<file path="src/rtl/irt_consts.svh">
// constants for the identification register read and trap block
// assumes inclusion by bare name from the decode and top design files
`ifndef IRT_CONSTS_SVH
`define IRT_CONSTS_SVH

// ----------------------------------------------------------------
// encoding tuple fields shared by every register of the bank
// ----------------------------------------------------------------
`define IRT_OP0_SYS 2'h3
`define IRT_OP1_ID 3'h0
`define IRT_CRN_ID 4'h0

// ----------------------------------------------------------------
// per-register encodings
// ----------------------------------------------------------------
`define IRT_CRM_REV 4'h0
`define IRT_OP2_REV 3'h6
`define IRT_CRM_FEAT 4'h1
`define IRT_OP2_PROC0 3'h0
`define IRT_OP2_PROC1 3'h1
`define IRT_OP2_DEBUG0 3'h2
`define IRT_OP2_AUX0 3'h3
`define IRT_OP2_MEM0 3'h4
`define IRT_OP2_MEM1 3'h5

// ----------------------------------------------------------------
// trap syndrome class and reset values
// ----------------------------------------------------------------
`define IRT_EC_SYSREG 6'h18
`define IRT_DATA_RESET 64'h0000_0000_0000_0000
`define IRT_EC_RESET 6'h00

// ----------------------------------------------------------------
// strap synchroniser fill count after reset
// ----------------------------------------------------------------
`define IRT_SYNC_FILL 2'h3

`endif

</file>
<file path="src/rtl/irt_pkg.sv">
// types for the identification register read and trap block
// the constant values sit in irt_consts.svh, which this package does not include
`default_nettype none

package irt_pkg;

  // ----------------------------------------------------------------
  // exception levels, in natural order 0..3
  // ----------------------------------------------------------------
  typedef enum logic [1:0] {EL_0, EL_1, EL_2, EL_3} irt_el_type;

  // register selected by the decoder
  typedef enum logic [2:0] {
    SEL_NONE, SEL_REV, SEL_PROC0, SEL_PROC1, SEL_DEBUG0, SEL_AUX0, SEL_MEM0, SEL_MEM1
  } irt_sel_type;

  // main block sequencing
  typedef enum logic {ST_CAPTURE, ST_READY} irt_state_type;

  // one system register access from the pipeline
  typedef struct packed {
    logic [1:0] op0;
    logic [2:0] op1;
    logic [3:0] crn;
    logic [3:0] crm;
    logic [2:0] op2;
    logic is_write;
    irt_el_type current_exception_level;
  } irt_req_type;

  // hypervisor and monitor trap controls
  typedef struct packed {
    logic el2_enabled;
    logic hyp_general_trap_bit;
    logic hyp_group1_id_trap_bit;
    logic hyp_group3_id_trap_bit;
    logic monitor_fine_trap_enable;
    logic hyp_fine_read_trap_rev;
  } irt_ctrl_type;

  // answer to the pipeline
  typedef struct packed {
    logic [63:0] data;
    logic hit;
    logic trap;
    logic trap_to_el2;
    logic [5:0] syndrome_class;
    logic undefined;
  } irt_resp_type;

endpackage

`default_nettype wire

</file>
<file path="src/rtl/irt_decode.sv">
// encoding tuple decoder for the identification register bank
// assumes a request struct from the pipeline, purely combinational
`include "irt_consts.svh"
`default_nettype none

module irt_decode (
  input wire irt_pkg::irt_req_type req,
  output irt_pkg::irt_sel_type sel
);

  // ----------------------------------------------------------------
  // tuple match
  // ----------------------------------------------------------------
  logic common_ok; // op0, op1 and crn shared by all registers

  assign common_ok = (req.op0 == `IRT_OP0_SYS) && (req.op1 == `IRT_OP1_ID)
                     && (req.crn == `IRT_CRN_ID);

  // crm then op2 picks the register; anything else is not ours
  always_comb begin
    sel = irt_pkg::SEL_NONE;
    if (common_ok && req.crm == `IRT_CRM_REV && req.op2 == `IRT_OP2_REV) begin
      sel = irt_pkg::SEL_REV;
    end else if (common_ok && req.crm == `IRT_CRM_FEAT) begin
      unique case (req.op2)
        `IRT_OP2_PROC0: sel = irt_pkg::SEL_PROC0;
        `IRT_OP2_PROC1: sel = irt_pkg::SEL_PROC1;
        `IRT_OP2_DEBUG0: sel = irt_pkg::SEL_DEBUG0;
        `IRT_OP2_AUX0: sel = irt_pkg::SEL_AUX0;
        `IRT_OP2_MEM0: sel = irt_pkg::SEL_MEM0;
        `IRT_OP2_MEM1: sel = irt_pkg::SEL_MEM1;
        default: sel = irt_pkg::SEL_NONE; // op2 6 and 7 lie outside this bank
      endcase
    end
  end

endmodule

`default_nettype wire

</file>
<file path="src/rtl/irt_route.sv">
// trap routing for a decoded identification register read
// assumes controls come from core logic on the same clock
`default_nettype none

module irt_route (
  input wire irt_pkg::irt_sel_type sel,
  input wire irt_pkg::irt_el_type el,
  input wire irt_pkg::irt_ctrl_type ctrl,
  output logic trap,
  output logic to_el2
);

  // ----------------------------------------------------------------
  // routing decision
  // ----------------------------------------------------------------
  logic is_rev; // revision register has its own level-1 traps

  assign is_rev = (sel == irt_pkg::SEL_REV);

  always_comb begin
    trap = 1'b0;
    to_el2 = 1'b0;
    unique case (el)
      irt_pkg::EL_0: begin
        // user level never reads these directly
        trap = 1'b1;
        to_el2 = ctrl.el2_enabled && ctrl.hyp_general_trap_bit;
      end
      irt_pkg::EL_1: begin
        if (is_rev) begin
          if (ctrl.el2_enabled && ctrl.hyp_group1_id_trap_bit) begin
            trap = 1'b1;
            to_el2 = 1'b1;
          end else if (ctrl.el2_enabled && ctrl.monitor_fine_trap_enable
                       && ctrl.hyp_fine_read_trap_rev) begin
            trap = 1'b1;
            to_el2 = 1'b1;
          end
        end else if (ctrl.el2_enabled && ctrl.hyp_group3_id_trap_bit) begin
          trap = 1'b1;
          to_el2 = 1'b1;
        end
      end
      irt_pkg::EL_2, irt_pkg::EL_3: begin
        trap = 1'b0;
      end
    endcase
  end

endmodule

`default_nettype wire

</file>
<file path="src/rtl/irt_top.sv">
// identification register bank with read decode and trap routing
// assumes requests arrive from the pipeline on clock; the revision
// value arrives on straps from outside the clock domain
`include "irt_consts.svh"
`default_nettype none

module irt_top #(
  parameter logic [63:0] PROC0_VALUE = `IRT_DATA_RESET,  // reserved content, fixed
  parameter logic [63:0] PROC1_VALUE = `IRT_DATA_RESET,  // reserved content, fixed
  parameter logic [63:0] DEBUG0_VALUE = `IRT_DATA_RESET, // reserved content, fixed
  parameter logic [63:0] AUX0_VALUE = `IRT_DATA_RESET,   // reserved content, fixed
  parameter logic [63:0] MEM0_VALUE = `IRT_DATA_RESET,   // reserved content, fixed
  parameter logic [63:0] MEM1_VALUE = `IRT_DATA_RESET    // reserved content, fixed
) (
  input wire logic clock,
  input wire logic srst,
  input wire logic [63:0] revision_strap,
  input wire logic req_valid,
  input wire irt_pkg::irt_req_type req,
  input wire irt_pkg::irt_ctrl_type ctrl,
  output logic req_ready,
  output logic resp_valid,
  output irt_pkg::irt_resp_type resp
);

  // ----------------------------------------------------------------
  // state
  // ----------------------------------------------------------------
  // every flip-flop of the block lives in this one struct
  typedef struct packed {
    irt_pkg::irt_state_type state; // capture, then serve reads
    logic [63:0] strap_s1;         // first sync stage, feeds s2 only
    logic [63:0] strap_s2;         // second sync stage
    logic [63:0] strap_s3;         // third sync stage
    logic [1:0] fill;              // edges since reset, saturates at full
    logic [63:0] revision_errata_info; // captured revision value
    logic ready;                   // request acceptance flag
    logic resp_valid;              // one-cycle answer strobe
    irt_pkg::irt_resp_type resp;   // held answer
  } irt_regs_type;

  irt_regs_type r;   // registered state
  irt_regs_type nxt; // next state

  // ----------------------------------------------------------------
  // decode and routing
  // ----------------------------------------------------------------
  irt_pkg::irt_sel_type sel; // register picked by the tuple
  logic route_trap;          // read must trap
  logic route_to_el2;        // trap goes to level 2, else level 1

  // tuple decoder
  irt_decode u_decode (
    .req(req),
    .sel(sel)
  );

  // privilege and hypervisor trap routing
  irt_route u_route (
    .sel(sel),
    .el(req.current_exception_level),
    .ctrl(ctrl),
    .trap(route_trap),
    .to_el2(route_to_el2)
  );

  // ----------------------------------------------------------------
  // read data selection
  // ----------------------------------------------------------------
  // feature contents are reserved; a fixed value stands in for the
  // unknown content so the answer is deterministic in simulation
  function automatic logic [63:0] read_value(input irt_pkg::irt_sel_type s,
                                            input logic [63:0] rev);
    logic [63:0] v;
    v = `IRT_DATA_RESET;
    unique case (s)
      irt_pkg::SEL_REV: v = rev;
      irt_pkg::SEL_PROC0: v = PROC0_VALUE;
      irt_pkg::SEL_PROC1: v = PROC1_VALUE;
      irt_pkg::SEL_DEBUG0: v = DEBUG0_VALUE;
      irt_pkg::SEL_AUX0: v = AUX0_VALUE;
      irt_pkg::SEL_MEM0: v = MEM0_VALUE;
      irt_pkg::SEL_MEM1: v = MEM1_VALUE;
      irt_pkg::SEL_NONE: v = `IRT_DATA_RESET;
    endcase
    return v;
  endfunction

  // ----------------------------------------------------------------
  // next state
  // ----------------------------------------------------------------
  // straps are sampled continuously; only the capture state uses them
  always_comb begin
    nxt = r;
    nxt.strap_s1 = revision_strap;
    nxt.strap_s2 = r.strap_s1;
    nxt.strap_s3 = r.strap_s2;
    nxt.resp_valid = 1'b0; // strobe lasts one cycle
    unique case (r.state)
      irt_pkg::ST_CAPTURE: begin
        // the stages still hold reset zeros for three edges, and two
        // zeros agree, so count the fill before trusting agreement
        if (r.fill != `IRT_SYNC_FILL) begin
          nxt.fill = r.fill + 2'h1;
        end else if (r.strap_s2 == r.strap_s3) begin
          // last two stages agree: strap no longer settling
          nxt.revision_errata_info = r.strap_s3;
          nxt.state = irt_pkg::ST_READY;
          nxt.ready = 1'b1;
        end
      end
      irt_pkg::ST_READY: begin
        if (req_valid) begin
          nxt.resp_valid = 1'b1;
          nxt.resp.hit = (sel != irt_pkg::SEL_NONE);
          nxt.resp.data = `IRT_DATA_RESET;
          nxt.resp.trap = 1'b0;
          nxt.resp.trap_to_el2 = 1'b0;
          nxt.resp.syndrome_class = `IRT_EC_RESET;
          nxt.resp.undefined = 1'b0;
          if (sel == irt_pkg::SEL_NONE) begin
            // not our encoding: answer with hit low and no effect
            nxt.resp.hit = 1'b0;
          end else if (req.is_write) begin
            // read-only bank: no store, flagged undefined
            nxt.resp.undefined = 1'b1;
          end else if (route_trap) begin
            nxt.resp.trap = 1'b1;
            nxt.resp.trap_to_el2 = route_to_el2;
            nxt.resp.syndrome_class = `IRT_EC_SYSREG;
          end else begin
            nxt.resp.data = read_value(sel, r.revision_errata_info);
          end
        end
      end
    endcase
  end

  // ----------------------------------------------------------------
  // registers
  // ----------------------------------------------------------------
  // synchronous reset to constants only; straps are captured later
  always_ff @(posedge clock) begin
    if (srst) begin
      r.state <= irt_pkg::ST_CAPTURE;
      r.strap_s1 <= `IRT_DATA_RESET;
      r.strap_s2 <= `IRT_DATA_RESET;
      r.strap_s3 <= `IRT_DATA_RESET;
      r.fill <= 2'h0;
      r.revision_errata_info <= `IRT_DATA_RESET;
      r.ready <= 1'b0;
      r.resp_valid <= 1'b0;
      r.resp <= '0;
    end else begin
      r <= nxt;
    end
  end

  // ----------------------------------------------------------------
  // outputs, straight from flip-flops
  // ----------------------------------------------------------------
  assign req_ready = r.ready;
  assign resp_valid = r.resp_valid;
  assign resp = r.resp;

endmodule

`default_nettype wire

</file>
<file path="config.mk">
export PLATFORM = sky130hd
export DESIGN_NAME = irt_top
export DESIGN_NICKNAME = d
export VERILOG_FILES = /design/src/rtl/irt_pkg.sv /design/src/rtl/irt_decode.sv /design/src/rtl/irt_route.sv /design/src/rtl/irt_top.sv
export VERILOG_INCLUDE_DIRS = /design/src /design/src/rtl
export SDC_FILE = /design/constraint.sdc
export NUM_CORES = 1
export LEC_CHECK = 0
export BUFFER_PORTS_ARGS = -buffer_cell sky130_fd_sc_hd__buf_2
export CAP_MARGIN = 40
export CELL_PAD_IN_SITES_DETAIL_PLACEMENT = 0
export CELL_PAD_IN_SITES_GLOBAL_PLACEMENT = 1
export CORE_MARGIN = 2
export CORE_UTILIZATION = 42
export CTS_BUF_LIST = sky130_fd_sc_hd__clkbuf_2 sky130_fd_sc_hd__clkbuf_4 sky130_fd_sc_hd__clkbuf_8
export CTS_CLUSTER_DIAMETER = 120
export DETAILED_ROUTE_END_ITERATION = 12
export MAX_ROUTING_LAYER = met4
export PLACE_DENSITY_LB_ADDON = 0.1
export SLEW_MARGIN = 20
export SYNTH_ARGS = -nofsm -noshare
export SYNTH_HDL_FRONTEND = slang
export SYNTH_SLANG_ARGS = --single-unit
</file>
<file path="constraint.sdc">
create_clock -name clock -period 2.2 [get_ports clock]
set_clock_uncertainty 0.15 [all_clocks]
set_input_delay 0.22 -clock clock [delete_from_list [all_inputs] [get_ports clock]]
set_output_delay 0.22 -clock clock [all_outputs]
set_load 0.01 [all_outputs]
</file>
**Word-level counts from Yosys, hierarchy flattened**

Index checks and enable logic that the tools add are counted.
Widths: inputs -> output; s select.

- Word-level logic and storage cells: 82
- Bits in registers: 335
- Input port bits: 92
- Output and inout bits: 76

- Reduce and logical (&&, ||, !) cells: 23
- Multiplexer cells: 22
- Equality and inequality tests: 20
- Add/sub/neg operators: 1
- Bitwise gates (word level): 2

Operators with widths:

| operator | count |
|---|---|
| $mux 64 | 3 |
| $pmux 64 s2 | 1 |
| $mux 75 | 1 |
| $eq 64x64->1 | 1 |
| $eq 3x3->1 const B | 7 |
| $pmux 3 s6 | 1 |
| $mux 8 | 2 |
| $eq 3x2->1 const B | 4 |
| $logic_and 1x1->1 | 10 |
| $logic_not 3->1 | 3 |
| $mux 1 | 9 |
| $mux 9 | 1 |
| $logic_not 4->1 | 2 |
| $eq 2x2->1 const B | 3 |
| $eq 3x1->1 const B | 2 |
| $mux 3 | 2 |
| $reduce_or 6->1 | 1 |
| $eq 4x1->1 const B | 1 |
| $reduce_and 2->1 | 2 |
| $reduce_or 2->1 | 2 |
| $pmux 1 s3 | 1 |
| $reduce_and 3->1 | 1 |
| $reduce_bool 3->1 | 1 |
| $add 2x1->2 const B | 1 |
| other kinds (5) | 6 |

**Longest topological paths before layout**

- Word-level depth: 13
- Depth in mapped cells: 10
- Mapped depth without buffers: 8

**Hierarchy**

A second synthesis with hierarchy kept.

- Cells, all modules: 1140
- Area total of the unflattened synthesis: 11574.9 um^2

By module, submodules not included:

| module | seq. area each (um^2) | times used | cells each | area each (um^2) |
|---|---|---|---|---|
| irt_top | 6586.3 | 1 | 1115 | 11377.2 |
| irt_decode | 0.0 | 1 | 15 | 115.1 |
| irt_route | 0.0 | 1 | 10 | 82.6 |

**Worst setup path before layout**

OpenSTA, ideal clock, no wires.

- Kind: reg-to-reg
- Start point: register r[194] in the netlist's numbering
- End point: register r[135] in the netlist's numbering
- Cell stages (with the launch flop): 9
- Setup time: 0.132 ns
- Required time: 1.918 ns
- Arrival time: 1.806 ns
- Path buffers: 2
- Clock period less this slack: 2.088 ns
- Setup slack: 0.112 ns
- Path through: dfxtp_1 nor2b_1 a2111o_1 a2111oi_2 nand4_1 clkbuf_1 clkbuf_1 o21ai_0 a21oi_1

- Cells in the longest elaborated chain, start to end: 2

RTL lines:

| element | RTL line | text |
|---|---|---|
| start: declaration | irt_top.sv:42 | `irt_regs_type r;` |
| start signal: assignment | irt_top.sv:155 | `r <= nxt;` |
| $eq 64x64->1 | irt_top.sv:105 | `end else if (r.strap_s2 == r.strap_s3) begin` |
| $reduce_and 3->1 (no line) | -- |  |

Every way passes these cells.
A chain may end at the register's enable or synchronous reset.

**Worst setup path after layout**

- Start point: register r[145] in the netlist's numbering
- End point: register r[112] in the netlist's numbering

The elaborated chain is that of the path after synthesis.

==> results.py <==
metrics = {
    "global_route": {
        "grt_max_degree": 185,
        "grt_pass1_vias": 7382,
        "grt_pass1_wl_um": 40600,
        "antenna_found_initial": 0,
        "gr-total-overflow": 0,
        "grt_use_total_pct": 18.4,
    },
    "worst_setup_path": {
        "cp.depth": 8,
        "crit_family": "simple AND/OR/NAND/NOR gates",
        "r2r_cells": 8,
        "cp_slowest_stage_delay_ns": 0.33,
        "cp-start-kind": "flop",
        "crit_arrival_ns": 2.60,
        "critPathKind": "flop to flop",
        "crit_fanout": 21,
        "path_cells": "xnor2_1, nand4_1, nor4_1, buf_4, and4_4, buf_12, nand4b_1, a21oi_1",
        "path_buf_inv": 2,
        "required_ns": 2.56,
        "crit_path_end_kind": "flop",
        "slowest_stage": "dfxtp_1",
        "critPathLaunch": "r[145]",
        "r2r_start": "r[145]",
    },
    "power": {
        "finalPower_mw": 12.3,
        "sw_frac_of_total_pct": 21.4,
        "p_seq_share_pct": 50.4,
        "p_int_mw": 9.65,
        "total_leakage_power_nw": 5.92,
        "ir_drop_mv": 0.406,
        "p_per_area_nw_per_um2": 833,
        "combPwrFrac_pct": 5.1,
        "switching_power_mw": 2.62,
        "p_clk_share_pct": 44.5,
    },
    "timing": {
        "post-route-min-period_ns": 2.24,
        "rsz0062_at_grt": "yes",
        "worst_slack_ns": -0.0435,
        "fmax_ghz": 0.446,
        "setup_viol": 13,
        "max-slew-margin-rel_pct": 45.7,
        "timing.final.crit_share_pct": 102,
        "slew_viol_final": 0,
        "worst_slew_pin_slew_ns": 0.815,
        "final_hold_viol_count": 0,
    },
    "cells_and_area": {
        "final_cells": 1657,
        "seq_area_um2": 6600,
        "nets": 1378,
        "diodes": 0,
        "fillCellCount": 2382,
        "area_growth_pct": 27.7,
        "multi_input_area_um2": 4210,
        "drive_gt1_share_pct": 27.3,
    },
    "cts": {
        "numCtsBuffers": 52,
        "clkSinkCount": 329,
        "cts_tree": "done",
        "clkTransAtPathRegs_ns": 0.06,
        "root_buffer": "clkbuf_8",
        "cts_buffer_depth": 3,
        "htree_levels": 2,
        "worstSkewPairLatency_ns": 0.58,
    },
    "detailed_routing": {
        "drtPass1Iterations": 6,
        "ant_nets": 0,
        "via_per_inst": 4.77,
        "routedWlPerCell_um": 16.8,
        "wirelength_um": 27900,
        "remaining_drc_errors": 0,
        "vias": 7902,
        "drtIter0Drc": 508,
    },
    "outcome": {
        "outcome": "finished with violations",
        "violations": "negative setup slack",
    },
    "place": {
        "dpl.cell_count": 1478,
        "place_hpwl_um": 16700,
        "routabilityCongestion": 0.757,
        "io_buffers": 163,
    },
    "logic_synthesis": {
        "synth_seq_area_share_pct": 57.0,
        "synth-edff-count": 0,
        "ys_ff_latch": 329,
        "synth_cell_types": 39,
        "postSynthCellCount": 1081,
        "synth_area_um2": 11500,
        "ys.warnings.count": 0,
        "synth_top_flop_cell": "dfxtp_1",
        "async_flop_share_pct": 0,
        "synth.avg_cell_area_um2": 10.7,
    },
    "hold_path": {
        "holdCritStartpoint": "ctrl[3]",
        "min_path_cells": 5,
        "min_path_type": "input port to flop",
    },
    "floorplan": {
        "die_width_um": 170,
        "core_um2": 27000,
        "ioPinCount": 168,
        "dieHeight_um": 170,
        "start_util_pct": 42.8,
        "die_area_um2": 28800,
        "rows": 60,
    },
    "job": {
        "cap_violations": 0,
    },
}
-- power groups by stage --
stage,clock (mW),sequential (mW),combinational (mW)
final,5.46,6.19,0.623
after detailed placement,0,6.32,0.496
after global placement,0,6.32,0.491
after global routing,5.86,6.20,0.690
after floorplan,0,6.29,0.312
after CTS,5.60,6.19,0.606
-- flip-flops by register name, summed over array words and instances (netlist names) --
name        count
r             131
nxt           128
resp           68
resp_valid      1
req_ready       1
-- cell usage in the layout, fill, tap and decap left out, types with 4 or more instances in the layout --
master           n
clkbuf_8        67
o21ai_2         26
conb_1           4
dfxtp_2          7
buf_2          162
inv_1           10
clkbuf_16        7
nor2b_1        190
nand4b_1        64
clkbuf_4        17
nand4_1         17
xor2_1           6
xnor2_1         49
buf_16           5
xnor2_2          4
nor2_1          13
a22o_1          64
a21oi_1         69
o21ai_1         38
buf_6            8
dlygate4sd3_1   74
buf_4           33
dfxtp_1        322
ha_1             4
nand2_1          7
buf_12           7
-- routing by layer --
layer	share of wire, %	vias to the layer above	GRT usage, %
met4	2.0	0	5.54
met2	43	221	26.1
met1	50	3605	26.5
met5	0	-	-
met3	4.9	42	3.43
li1	-	4034	-
-- cell families after synthesis --
| family | Yosys count | synth area share (%) |
|---|---|---|
| buf+inv | 163 | 8.19 |
| flops | 329 | 57.0 |
| compound gates | 213 | 11.7 |
| other cells | 1 | 0.0325 |
| simple gates | 308 | 17.8 |
| fa+ha+maj | 4 | 0.434 |
| mux | 4 | 0.358 |
| xor+xnor | 59 | 4.48 |
-- cells in the mapped netlist, types with 3 or more instances --
| cell | n | area (µm²) |
|---|---|---|
| xor2_1 | 6 | 52.6 |
| nand2_1 | 7 | 26.3 |
| buf_6 | 6 | 67.6 |
| mux2i_1 | 3 | 30.0 |
| o22ai_1 | 3 | 18.8 |
| clkbuf_1 | 60 | 225 |
| a21oi_1 | 70 | 350 |
| nor2_1 | 13 | 48.8 |
| nand4_1 | 17 | 106 |
| nor4_1 | 4 | 25.0 |
| buf_2 | 9 | 45.0 |
| o21ai_0 | 67 | 335 |
| xnor2_1 | 53 | 464 |
| dfxtp_1 | 329 | 6590 |
| a22o_1 | 64 | 561 |
| buf_4 | 74 | 556 |
| nor2b_1 | 190 | 1190 |
| nand4b_1 | 64 | 561 |
| ha_1 | 4 | 50.1 |
| inv_1 | 10 | 37.5 |
| nor3_1 | 3 | 15.0 |
| buf_1 | 4 | 15.0 |
-- per-stage QoR --
step	util (%)	worst slack (ns)	instance area [µm²]	hold slack, ns	TNS (ns)
5_1_grt	54.7	-0.125	14700	0.119	-4.79
6_report	54.7	-0.0435	14700	0.0654	-0.168
3_3_place_gp	45.8	-0.0712	12400	0.267	-2.89
2_1_floorplan	-	0.112	11600	0.198	0
4_1_cts	53.2	0.00132	14300	0.0598	0
3_5_place_dp	45.8	-0.0862	12400	0.273	-5.12
-- worst min-delay path, cell delays in order --
cell	delay (ns)
buf_2	0.08
a21o_1	0.09
mux2_2	0.15
a21boi_0	0.07
o21ai_0	0.13
-- worst paths after layout --
kind	to	slack, ns
worst max-delay path	r[112]	-0.04
worst max register to register	r[112]	-0.04
worst min-delay path	resp[4]	0.07
worst min register to register	nxt[175]	0.28
-- repair_timing --
action,4_1_cts,5_1_grt
pin swaps,6,20
buffers inserted,2,1
gates cloned,2,11
hold buffers,73,1
resized for setup,76,38
endpoints found under the setup margin,58,66
endpoints found under the hold margin,69,6
-- cell type report --
class                   instances  area share [%]
inverters                      10           0.255
repair buffers                297            16.0
well taps                     341            2.89
multi-input cells             592            28.5
flip-flops and latches        329            44.7
clock buffers                  83            7.03
clock inverters                 5           0.577
Note: power is estimated with default switching activity, not from simulation.
